`config.mk`:
```
export PLATFORM = sky130hd
export DESIGN_NAME = video_error_status_mask
export DESIGN_NICKNAME = d
export VERILOG_FILES = /design/src/hdl/video_error_status_mask.v /design/src/hdl/pin_sync.v /design/src/hdl/error_event_gate.v
export VERILOG_INCLUDE_DIRS = /design/src /design/src/hdl
export SDC_FILE = /design/constraint.sdc
export NUM_CORES = 1
export LEC_CHECK = 0
export BUFFER_PORTS_ARGS = -buffer_cell sky130_fd_sc_hd__buf_4
export CORE_ASPECT_RATIO = 1.5
export CORE_MARGIN = 3
export CORE_UTILIZATION = 30
export CTS_CLUSTER_DIAMETER = 80
export DETAILED_ROUTE_END_ITERATION = 7
export GPL_ROUTABILITY_DRIVEN = 0
export PLACE_DENSITY = 0.6
export SYNTH_ARGS = -nofsm -noshare
export SYNTH_HDL_FRONTEND = slang
export SYNTH_SLANG_ARGS = --single-unit
```
`constraint.sdc`:
```
create_clock -name clk -period 3.7 [get_ports clk]
set_clock_uncertainty 0.15 [all_clocks]
set_input_delay 0.555 -clock clk [delete_from_list [all_inputs] [get_ports clk]]
set_output_delay 0.555 -clock clk [all_outputs]
set_load 0.02 [all_outputs]
```
`src/hdl/error_status_map.vh`:
```
// constants for the video error status and mask bank
// assumes a host port that addresses 16-bit registers by index
// Operation
// non-video modes disable all checks except lock
// status register at 001h, one flag each
// clear on field start or host read
// clear all but lock on listed conditions
// host mask, one bit per error type
// mask resets to zero, high disables type
// summary output is OR of flags
// summary rests high, low on unmasked error
// bit 10 flags format mismatch
// SD full field CRC mismatch flag
// SD active picture CRC mismatch flag
// lock loss flag while lock low
// chroma ancillary checksum error flag
// luma ancillary checksum error flag
// HD chroma line CRC mismatch flag
// HD luma line CRC mismatch flag
// HD line number mismatch flag
// active video start timing error flag
// bits 9,8,7,6,5 hold fixed flags; code holds bits 15:11 and 4 at zero, bits 9:5 are live flags
// masked type sets no flag, no summary
`ifndef ERROR_STATUS_MAP_VH
`define ERROR_STATUS_MAP_VH
`define ADDR_W             12
`define ERROR_FLAGS_ADDR   12'h001
`define ERROR_MASK_ADDR    12'h002
`define ERROR_FLAGS_RESET  16'h0000
`define ERROR_MASK_RESET   16'h0000
`define FLAG_RESET         1'b0
`define BIT_ACTIVE_START   0
`define BIT_LINE_NUMBER    1
`define BIT_LUMA_LINE_CRC  2
`define BIT_CHROMA_LN_CRC  3
`define BIT_LUMA_CHECKSUM  5
`define BIT_CHROMA_CHKSUM  6
`define BIT_LOCK_LOSS      7
`define BIT_PICTURE_CRC    8
`define BIT_FULL_FIELD_CRC 9
`define BIT_FORMAT_MISMATCH 10
`define USED_BITS_MASK     16'h07EF
`endif

```
`src/hdl/video_error_status_mask.v`:
```
// error status and mask register bank with summary pin
// assumes a host port giving address, read and write strobes on clk
// assumes checker pulses are on clk; pins are asynchronous
`include "error_status_map.vh"
module video_error_status_mask (
	// clock and reset
	input  wire                clk,
	input  wire                reset,
	// asynchronous pins
	input  wire                reset_test_n,
	input  wire                locked,
	input  wire                processing_bypass_n,
	// mode from device configuration
	input  wire                video_mode,
	input  wire                hd_mode,
	input  wire                slave_mode,
	// field and standard events
	input  wire                field_start,
	input  wire                standard_change,
	// checker pulses
	input  wire                active_start_err,
	input  wire                line_number_err,
	input  wire                luma_line_crc_err,
	input  wire                chroma_line_crc_err,
	input  wire                luma_checksum_err,
	input  wire                chroma_checksum_err,
	input  wire                picture_crc_err,
	input  wire                full_field_crc_err,
	input  wire                format_mismatch_err,
	// host port
	input  wire [`ADDR_W-1:0]  host_addr,
	input  wire                host_read,
	input  wire                host_write,
	input  wire [15:0]         host_wdata,
	output reg  [15:0]         host_rdata,
	// summary pin
	output reg                 data_error_n
);
	wire [2:0]  pins_sync;
	wire [15:0] raw_events;
	wire [15:0] set_events;
	wire        test_low;
	wire        lock_sync;
	wire        bypass_low;
	wire        partial_clear;
	wire        full_clear;
	wire        read_flags;
	wire [15:0] error_flags;
	reg  [15:0] error_mask;
	reg  [15:0] next_flags;
	reg         active_start_flag;
	reg         line_number_flag;
	reg         luma_line_crc_flag;
	reg         chroma_line_crc_flag;
	reg         luma_checksum_flag;
	reg         chroma_checksum_flag;
	reg         lock_loss_flag;
	reg         picture_crc_flag;
	reg         full_field_crc_flag;
	reg         format_mismatch_flag;

	// true when a strobe addresses the given register
	// shared by the read clear and the mask write decode
	function hits;
		input [`ADDR_W-1:0] addr;
		input [`ADDR_W-1:0] target;
		input               strobe;
		begin
			hits = strobe && (addr == target);
		end
	endfunction

	// word seen by the host for an address
	// unmapped addresses read as zero
	function [15:0] read_word;
		input [`ADDR_W-1:0] addr;
		input [15:0]        flags;
		input [15:0]        mask;
		begin
			case (addr)
				`ERROR_FLAGS_ADDR: read_word = flags;
				`ERROR_MASK_ADDR:  read_word = mask;
				default:           read_word = 16'h0000;
			endcase
		end
	endfunction

	// pins pass two flops before use
	pin_sync #(
		.WIDTH      (3)
	) u_sync (
		.clk        (clk),
		.reset      (reset),
		.async_in   ({reset_test_n, locked, processing_bypass_n}),
		.reset_value(3'h7),
		.sync_out   (pins_sync)
	);

	assign test_low   = ~pins_sync[2];
	assign lock_sync  = pins_sync[1];
	assign bypass_low = ~pins_sync[0] & slave_mode;

	// raw events in register bit order
	assign raw_events = {5'h00,
		format_mismatch_err,
		full_field_crc_err,
		picture_crc_err,
		1'b0,
		chroma_checksum_err,
		luma_checksum_err,
		1'b0,
		chroma_line_crc_err,
		luma_line_crc_err,
		line_number_err,
		active_start_err};

	error_event_gate u_gate (
		.video_mode (video_mode & ~bypass_low),
		.hd_mode    (hd_mode),
		.locked     (lock_sync),
		.raw_events (raw_events),
		.error_mask (error_mask),
		.set_events (set_events)
	);

	assign read_flags    = hits(host_addr, `ERROR_FLAGS_ADDR, host_read);
	assign full_clear    = field_start | read_flags;
	assign partial_clear = standard_change | test_low | ~lock_sync | bypass_low;

	// flag update, set wins over any clear
	always @*
	begin
		next_flags = error_flags;
		if (full_clear)
			next_flags = `ERROR_FLAGS_RESET;
		if (partial_clear)
			next_flags = next_flags & (16'h0001 << `BIT_LOCK_LOSS);
		next_flags = (next_flags | set_events) & `USED_BITS_MASK;
	end

	// stored flags gathered in register bit order
	// unused bits read as zero
	assign error_flags = {5'h00,
		format_mismatch_flag,
		full_field_crc_flag,
		picture_crc_flag,
		lock_loss_flag,
		chroma_checksum_flag,
		luma_checksum_flag,
		1'b0,
		chroma_line_crc_flag,
		luma_line_crc_flag,
		line_number_flag,
		active_start_flag};

	// active video start timing flag
	// holds until the field starts, the host reads it or a partial clear occurs
	always @(posedge clk)
	begin
		if (reset)
			active_start_flag <= `FLAG_RESET;
		else
			active_start_flag <= next_flags[`BIT_ACTIVE_START];
	end

	// line number flag, only set in high definition
	// standard definition gating is done in the event gate
	always @(posedge clk)
	begin
		if (reset)
			line_number_flag <= `FLAG_RESET;
		else
			line_number_flag <= next_flags[`BIT_LINE_NUMBER];
	end

	// luma line crc flag, high definition only
	// one mismatch per line is enough to hold it
	always @(posedge clk)
	begin
		if (reset)
			luma_line_crc_flag <= `FLAG_RESET;
		else
			luma_line_crc_flag <= next_flags[`BIT_LUMA_LINE_CRC];
	end

	// chroma line crc flag, high definition only
	// one mismatch per line is enough to hold it
	always @(posedge clk)
	begin
		if (reset)
			chroma_line_crc_flag <= `FLAG_RESET;
		else
			chroma_line_crc_flag <= next_flags[`BIT_CHROMA_LN_CRC];
	end

	// luma ancillary checksum flag
	// runs in both definitions
	always @(posedge clk)
	begin
		if (reset)
			luma_checksum_flag <= `FLAG_RESET;
		else
			luma_checksum_flag <= next_flags[`BIT_LUMA_CHECKSUM];
	end

	// chroma ancillary checksum flag
	// runs in both definitions
	always @(posedge clk)
	begin
		if (reset)
			chroma_checksum_flag <= `FLAG_RESET;
		else
			chroma_checksum_flag <= next_flags[`BIT_CHROMA_CHKSUM];
	end

	// lock loss flag, follows the synced lock pin
	// survives the partial clears, re-set while unlocked
	always @(posedge clk)
	begin
		if (reset)
			lock_loss_flag <= `FLAG_RESET;
		else
			lock_loss_flag <= next_flags[`BIT_LOCK_LOSS];
	end

	// active picture crc flag, standard definition only
	// covers either field of the frame
	always @(posedge clk)
	begin
		if (reset)
			picture_crc_flag <= `FLAG_RESET;
		else
			picture_crc_flag <= next_flags[`BIT_PICTURE_CRC];
	end

	// full field crc flag, standard definition only
	// covers either field of the frame
	always @(posedge clk)
	begin
		if (reset)
			full_field_crc_flag <= `FLAG_RESET;
		else
			full_field_crc_flag <= next_flags[`BIT_FULL_FIELD_CRC];
	end

	// format mismatch flag from payload identifier compare
	// a stale packet can set it until the standard settles
	always @(posedge clk)
	begin
		if (reset)
			format_mismatch_flag <= `FLAG_RESET;
		else
			format_mismatch_flag <= next_flags[`BIT_FORMAT_MISMATCH];
	end

	// mask register, writes elsewhere are ignored
	always @(posedge clk)
	begin
		if (reset)
			error_mask <= `ERROR_MASK_RESET;
		else if (hits(host_addr, `ERROR_MASK_ADDR, host_write))
			error_mask <= host_wdata & `USED_BITS_MASK;
	end

	// read data registered, one cycle after strobe
	always @(posedge clk)
	begin
		if (reset)
			host_rdata <= 16'h0000;
		else if (host_read)
			host_rdata <= read_word(host_addr, error_flags, error_mask);
	end

	// active-low OR of stored flags, masked types never stored
	always @(posedge clk)
	begin
		if (reset)
			data_error_n <= 1'b1;
		else
			data_error_n <= ~(|next_flags);
	end
endmodule // video_error_status_mask

```
`src/hdl/pin_sync.v`:
```
// two-flop synchroniser for a bundle of asynchronous level inputs
// assumes inputs are levels that stay stable for several clocks
module pin_sync #(
	parameter WIDTH = 1
) (
	// clock and reset
	input  wire             clk,
	input  wire             reset,
	// level in and out
	input  wire [WIDTH-1:0] async_in,
	input  wire [WIDTH-1:0] reset_value,
	output reg  [WIDTH-1:0] sync_out
);
	reg [WIDTH-1:0] stage1;

	// first stage feeds only the second
	always @(posedge clk)
	begin
		if (reset)
		begin
			stage1   <= reset_value;
			sync_out <= reset_value;
		end
		else
		begin
			stage1   <= async_in;
			sync_out <= stage1;
		end
	end
endmodule // pin_sync

```
`src/hdl/error_event_gate.v`:
```
// qualifies raw error events by operating mode, video rate and mask
// assumes raw events are one-cycle pulses from same-clock checkers
`include "error_status_map.vh"
module error_event_gate (
	// mode inputs
	input  wire        video_mode,
	input  wire        hd_mode,
	input  wire        locked,
	// raw events and mask
	input  wire [15:0] raw_events,
	input  wire [15:0] error_mask,
	// qualified events
	output wire [15:0] set_events
);
	reg [15:0] allowed;

	// which types may be detected now
	always @*
	begin
		allowed = `USED_BITS_MASK;
		if (!video_mode)
			allowed = 16'h0000;
		if (hd_mode)
		begin
			allowed[`BIT_FULL_FIELD_CRC] = 1'b0;
			allowed[`BIT_PICTURE_CRC]    = 1'b0;
		end
		else
		begin
			allowed[`BIT_CHROMA_LN_CRC]  = 1'b0;
			allowed[`BIT_LUMA_LINE_CRC]  = 1'b0;
			allowed[`BIT_LINE_NUMBER]    = 1'b0;
		end
		allowed[`BIT_LOCK_LOSS] = 1'b1; // lock check always runs
	end

	// lock loss is a level from the lock pin, not a pulse
	assign set_events = ((raw_events & ~(16'h0001 << `BIT_LOCK_LOSS))
		| ({15'h0000, ~locked} << `BIT_LOCK_LOSS))
		& allowed & ~error_mask;
endmodule // error_event_gate

```
==> results of run 1 <==
==> worst paths after layout <==
path,from,end
worst max register to register,u_sync.sync_out[0],data_error_n
worst min-delay path,u_sync.stage1[0],u_sync.sync_out[0]
worst min register to register,u_sync.stage1[0],u_sync.sync_out[0]
worst max-delay path,host_addr[9],host_rdata[3]
==> report_power, final <==
part / switching (W) / internal, W / total, W
Sequential: 0.00000407 / 0.000407 / 0.000411
Clock: 0.000134 / 0.000130 / 0.000265
Combinational: 0.0000437 / 0.0000435 / 0.0000872
==> layout make-up <==
cell class,count,share of cell area [%]
clock buffers,6,3.398
clock inverters,2,0.4687
multi-input cells,138,37.79
inverters,6,1.054
flip-flops and latches,37,34.68
well taps,68,3.984
repair buffers,53,18.63
==> sequential cells by signal, indices dropped and copies added, names as in the netlist <==
name	count
luma_checksum_flag	1
picture_crc_flag	1
full_field_crc_flag	1
line_number_flag	1
host_rdata	10
luma_line_crc_flag	1
error_mask	10
format_mismatch_flag	1
data_error_n	1
lock_loss_flag	1
active_start_flag	1
u_sync.stage1	3
chroma_line_crc_flag	1
u_sync.sync_out	3
chroma_checksum_flag	1
==> cell families (layout without fill, tap and decap cells) <==
family	count (synthesis)	after routing	share of synthesized area (%)
buffers and inverters	24	67	7.354
AO/OA/AOI/OAI	54	54	18.42
other	1	6	0.2272
flip-flops	37	37	44.88
AND/OR/NAND/NOR	78	78	29.11
==> layer usage <==
layer	GRT usage, %	wire length, µm	vias up
li1	-	-	774
met1	15.74	1753	693
met2	22.02	2104	54
met3	3.252	264	4
met4	5.634	58	0
met5	0	0	-
==> critical path, stage by stage <==
cell	delay, ps
buf_4	120
nor4_4	350
and4_1	760
nand3_1	170
a21oi_1	170
==> metrics by stage <==
stage / util [%] / area, µm² / power (W) / hold WS, ps
floorplan: - / 1669 / 0.0004645 / 239.5
global placement: 39.15 / 2053 / 0.0005066 / 240.9
detailed placement: 39.15 / 2053 / 0.0005073 / 244.1
CTS: 40.72 / 2136 / 0.0007701 / 261.3
global route: 40.72 / 2136 / 0.0007986 / 269.2
finish: 40.72 / 2136 / 0.0007624 / 258.8
==> Yosys cell counts <==
cell type | count | area, µm²
nand3_1 | 28 | 140.1
a221oi_2 | 1 | 15.01
nor2_1 | 7 | 26.28
buf_4 | 8 | 60.06
a221oi_1 | 1 | 8.760
clkbuf_1 | 9 | 33.78
a31oi_1 | 1 | 6.260
dfxtp_1 | 37 | 740.7
a21oi_1 | 35 | 175.2
nor2b_1 | 18 | 112.6
nor4_4 | 2 | 42.54
conb_1 | 1 | 3.750
nor4_1 | 3 | 18.77
nand4_1 | 3 | 18.77
and3_1 | 2 | 12.51
nand4_2 | 1 | 12.51
and4_1 | 3 | 26.28
or2_2 | 6 | 37.54
nand2b_1 | 1 | 6.260
a32oi_1 | 4 | 35.03
inv_1 | 6 | 22.52
buf_2 | 1 | 5.000
and3b_1 | 1 | 8.760
nor3_1 | 1 | 5.000
o32ai_1 | 1 | 8.760
and2_1 | 2 | 12.51
o21ai_0 | 11 | 55.05
==> placed cells by master, fill, tap and decap left out, drive strengths merged <==
cell type / count
and2: 2
a31oi: 1
o32ai: 1
a21oi: 35
and3b: 1
buf: 53
clkbuf: 6
and3: 2
nand2b: 1
dfxtp: 37
nor3: 1
nor4: 5
nor2: 7
inv: 6
nand4: 4
clkinv: 2
nor2b: 18
a32oi: 4
nand3: 28
o21ai: 11
and4: 3
or2: 6
a221oi: 2
conb: 6
==> impl_metrics.ini, run 1 <==
[global_route]
grt_pass1_vias = 1507
grt_overflow = 0
antenna_found_initial = 0
grt_max_degree = 38
grt_pass1_wl_um = 6699
track_usage_pct = 13.24

[sta]
final_max_slew_viol_count = 0
fmax_mhz = 485.7
fin_crit_ps = 2059
setup_viol = 0
min_period_over_period_pct = 55.64
max_slew_margin_pct = 48.64
rsz0062_at_grt = false
setup_tns_ps = 0
tightest_slew_ps = 770.4
setup_ws_ps = 1641
timing_hold_violations_final = 0

[route]
post-route-drc-count = 0
wl_um = 4180
wl_per_cell_um = 13.48
ant_nets = 0
viasPerCell = 4.919
drtPass1Iterations = 4
vias = 1525
initialDrtViolationCount = 53

[cts]
clk_path_buf_depth = 2
clk_pin_slew_ps = 70
cts_made_buffers = 5
clock-sinks = 37
cts_tree = built
cts_root_buf = clkbuf_8
post_cts_resized = 0
post_cts_buffers = 0
cts.htree.levels = 2
clock_latency_ps = 280
cts_hold_buffers = 0

[setup_path]
cp-end-kind = register
crit_path_start_kind = input port
cp.arrival_ps = 2120
ff2ff_path_depth = 4
critPathMaxFanout = 20
cp.required_ps = 3770
rrSetupSlack_ps = 2290
crit_type = input port to register

[floorplan]
start_util_pct = 31.46
die_area_um2 = 6446
rows = 32
core_area_um2 = 5245
die_width_um = 66.56
io_pins = 66
die_y_um = 96.84

[cells_and_area]
multi_input_area_um2 = 807.0
area_delta_synth_final_pct = 29.42
diodes = 0
seq_area_um2 = 740.7
final.fill_count = 581
nNetsFinal = 290
stdcell_count = 310
final_layout_size_suffix_gt1_share_pct = 28.93

[hold_path]
min_path_type = register to register
hold_depth = 1

[synth]
ys_seq_area_share_pct = 44.88
ys_ff_latch = 37
yosys_warnings = 0
syn_area_um2 = 1650
netlist_instances = 194
synthDistinctLibCells = 27
avgSynthCellArea_um2 = 8.507

[placed_design]
port_buffers = 53
dp.cells = 302
detailedPlace.worstSlack_ps = 1342
hpwl_um = 3003

[pwr]
leakagePower_nw = 0.8328
worst_ir_drop_vdd_uv = 226.7
power_density_nw_per_um2 = 356.9

[run]
maxCapViolCount = 0

[outcome]
status = completed
Power figures use the tool's default switching activity.
==> run 2, diff against run 1 <==
==> constraint.sdc (replaced) <==
create_clock -name clk -period 2.1 [get_ports clk]
set_clock_uncertainty 0.15 [all_clocks]
set_input_delay 0.315 -clock clk [delete_from_list [all_inputs] [get_ports clk]]
set_output_delay 0.315 -clock clk [all_outputs]
set_load 0.02 [all_outputs]
==> impl_metrics.ini, run 2 (synthesis gave the netlist of run 1 again) <==
[route]
post-route-drc-count = 0
viasPerCell = 4.949
vias = 1549
initialDrtViolationCount = 28
drtPass1Iterations = 4
wl_um = 4172
top_layer = met4
wl_per_cell_um = 13.33
wl_met1_um = 1750
ant_nets = 0
dr_wl_met2_um = 2045
met3_length_um = 287

[floorplan]
die_y_um = 96.84
die_area_um2 = 6446
start_util_pct = 31.46
die_width_um = 66.56
rows = 32
io_pins = 66
core_area_um2 = 5245

[sta]
fmax_mhz = 627.7
timing_hold_violations_final = 0
setup_viol = 0
rsz0062_at_grt = false
fin_crit_ps = 1593
setup_tns_ps = 0
final_max_slew_viol_count = 0
min_period_over_period_pct = 75.86

[cells_and_area]
area_delta_synth_final_pct = 33.06
final_layout_size_suffix_gt1_share_pct = 30.20
layout_common_cells = buf_4 (56), dfxtp_1 (37), a21oi_1 (35), nand3_1 (28), nor2b_1 (18)
diodes = 0
reg.largest.list = error_mask x10, host_rdata x10
final_common_cell = buf_4
nNetsFinal = 293

[global_route]
grt_max_degree = 38
grt_pass1_vias = 1527
grt_overflow = 0
antenna_found_initial = 0
grt_pass1_wl_um = 6886
track_usage_pct = 13.81

[cts]
clk_pin_slew_ps = 70
cts_hold_buffers = 0
cts_root_buf = clkbuf_8
cts.htree.levels = 2
cts_made_buffers = 5
clock-sinks = 37
clock_latency_ps = 290
clk_path_buf_depth = 2
post_cts_resized = 0
post_cts_buffers = 0
cts_tree = built

[pwr]
power_density_nw_per_um2 = 690.6
leakagePower_nw = 0.8616
totalPowerFinal_w = 0.001516
worst_ir_drop_vdd_uv = 460.6

[hold_path]
hold_start = locked
min_path_type = input port to register

[setup_path]
path_buf_inv = 1
rr_startpoint = u_sync.sync_out[0]
cpPeakStageDelay_ps = 400
critPathMaxFanout = 10
cp-end-kind = register
path_delay_family = simple AND/OR/NAND/NOR gates
cp_slowest_cell = nand4_1
crit_path_start_kind = input port
cp.arrival_ps = 1600
critPathLaunch = host_addr[9]
crit_type = input port to register
worstPathCellList = buf_4 -> nor4_4 -> nand4_1 -> o21ai_0 -> a21oi_1
cp.required_ps = 2110

[placed_design]
port_buffers = 53
hpwl_um = 3108

[run]
maxCapViolCount = 0

[outcome]
status = completed
-- run 2: worst paths after layout --
path                             end  slack, ps  depth (start not counted)
setup / recovery       error_mask[0]        510                          5
hold / removal      u_sync.stage1[1]         50                          2
setup reg to reg        data_error_n        680                          4
hold reg to reg   u_sync.sync_out[2]        260                          1
-- run 2: area by class of cell --
cell class / instances / area [µm²]
clock inverters: 2 / 37.54
multi-input cells: 138 / 807.0
fillers: 552 / 3049
repair buffers: 56 / 420.4
flip-flops and latches: 37 / 740.7
inverters: 6 / 22.52
well taps: 68 / 85.08
clock buffers: 6 / 82.58
-- run 2: per-layer routing --
metal  vias to the layer above  global-route usage (%)
met4                         0                   7.042
met3                         6                   3.484
met1                       708                   16.51
met2                        52                   22.25
met5                         -                       0
li1                        783                       -
-- run 2: worst reg2reg max path: cells and delay by family, from the launching register on --
| family | cells | cell delay (ps) |
|---|---|---|
| AO/OA/AOI/OAI | 1 | 40 |
| AND/OR/NAND/NOR | 3 | 800 |
| flip-flops | 1 | 300 |
-- run 2: report_power, final --
part           switching [W]  internal [W]
clock               0.000254      0.000386
combinational      0.0000773     0.0000767
sequential        0.00000702      0.000716
-- run 2: through the flow --
stage | instances | instance area [µm²] | utilization [%] | hold slack, ps | setup slack [ps]
floorplan | 199 | 1669 | - | 239.5 | 650.0
global placement | 305 | 2076 | 39.58 | 240.7 | 267.7
detailed placement | 305 | 2076 | 39.58 | 244.1 | 197.3
CTS | 313 | 2196 | 41.87 | 46.43 | 485.4
global route | 313 | 2196 | 41.87 | 44.35 | 348.7
finish | 313 | 2196 | 41.87 | 53.63 | 507.0
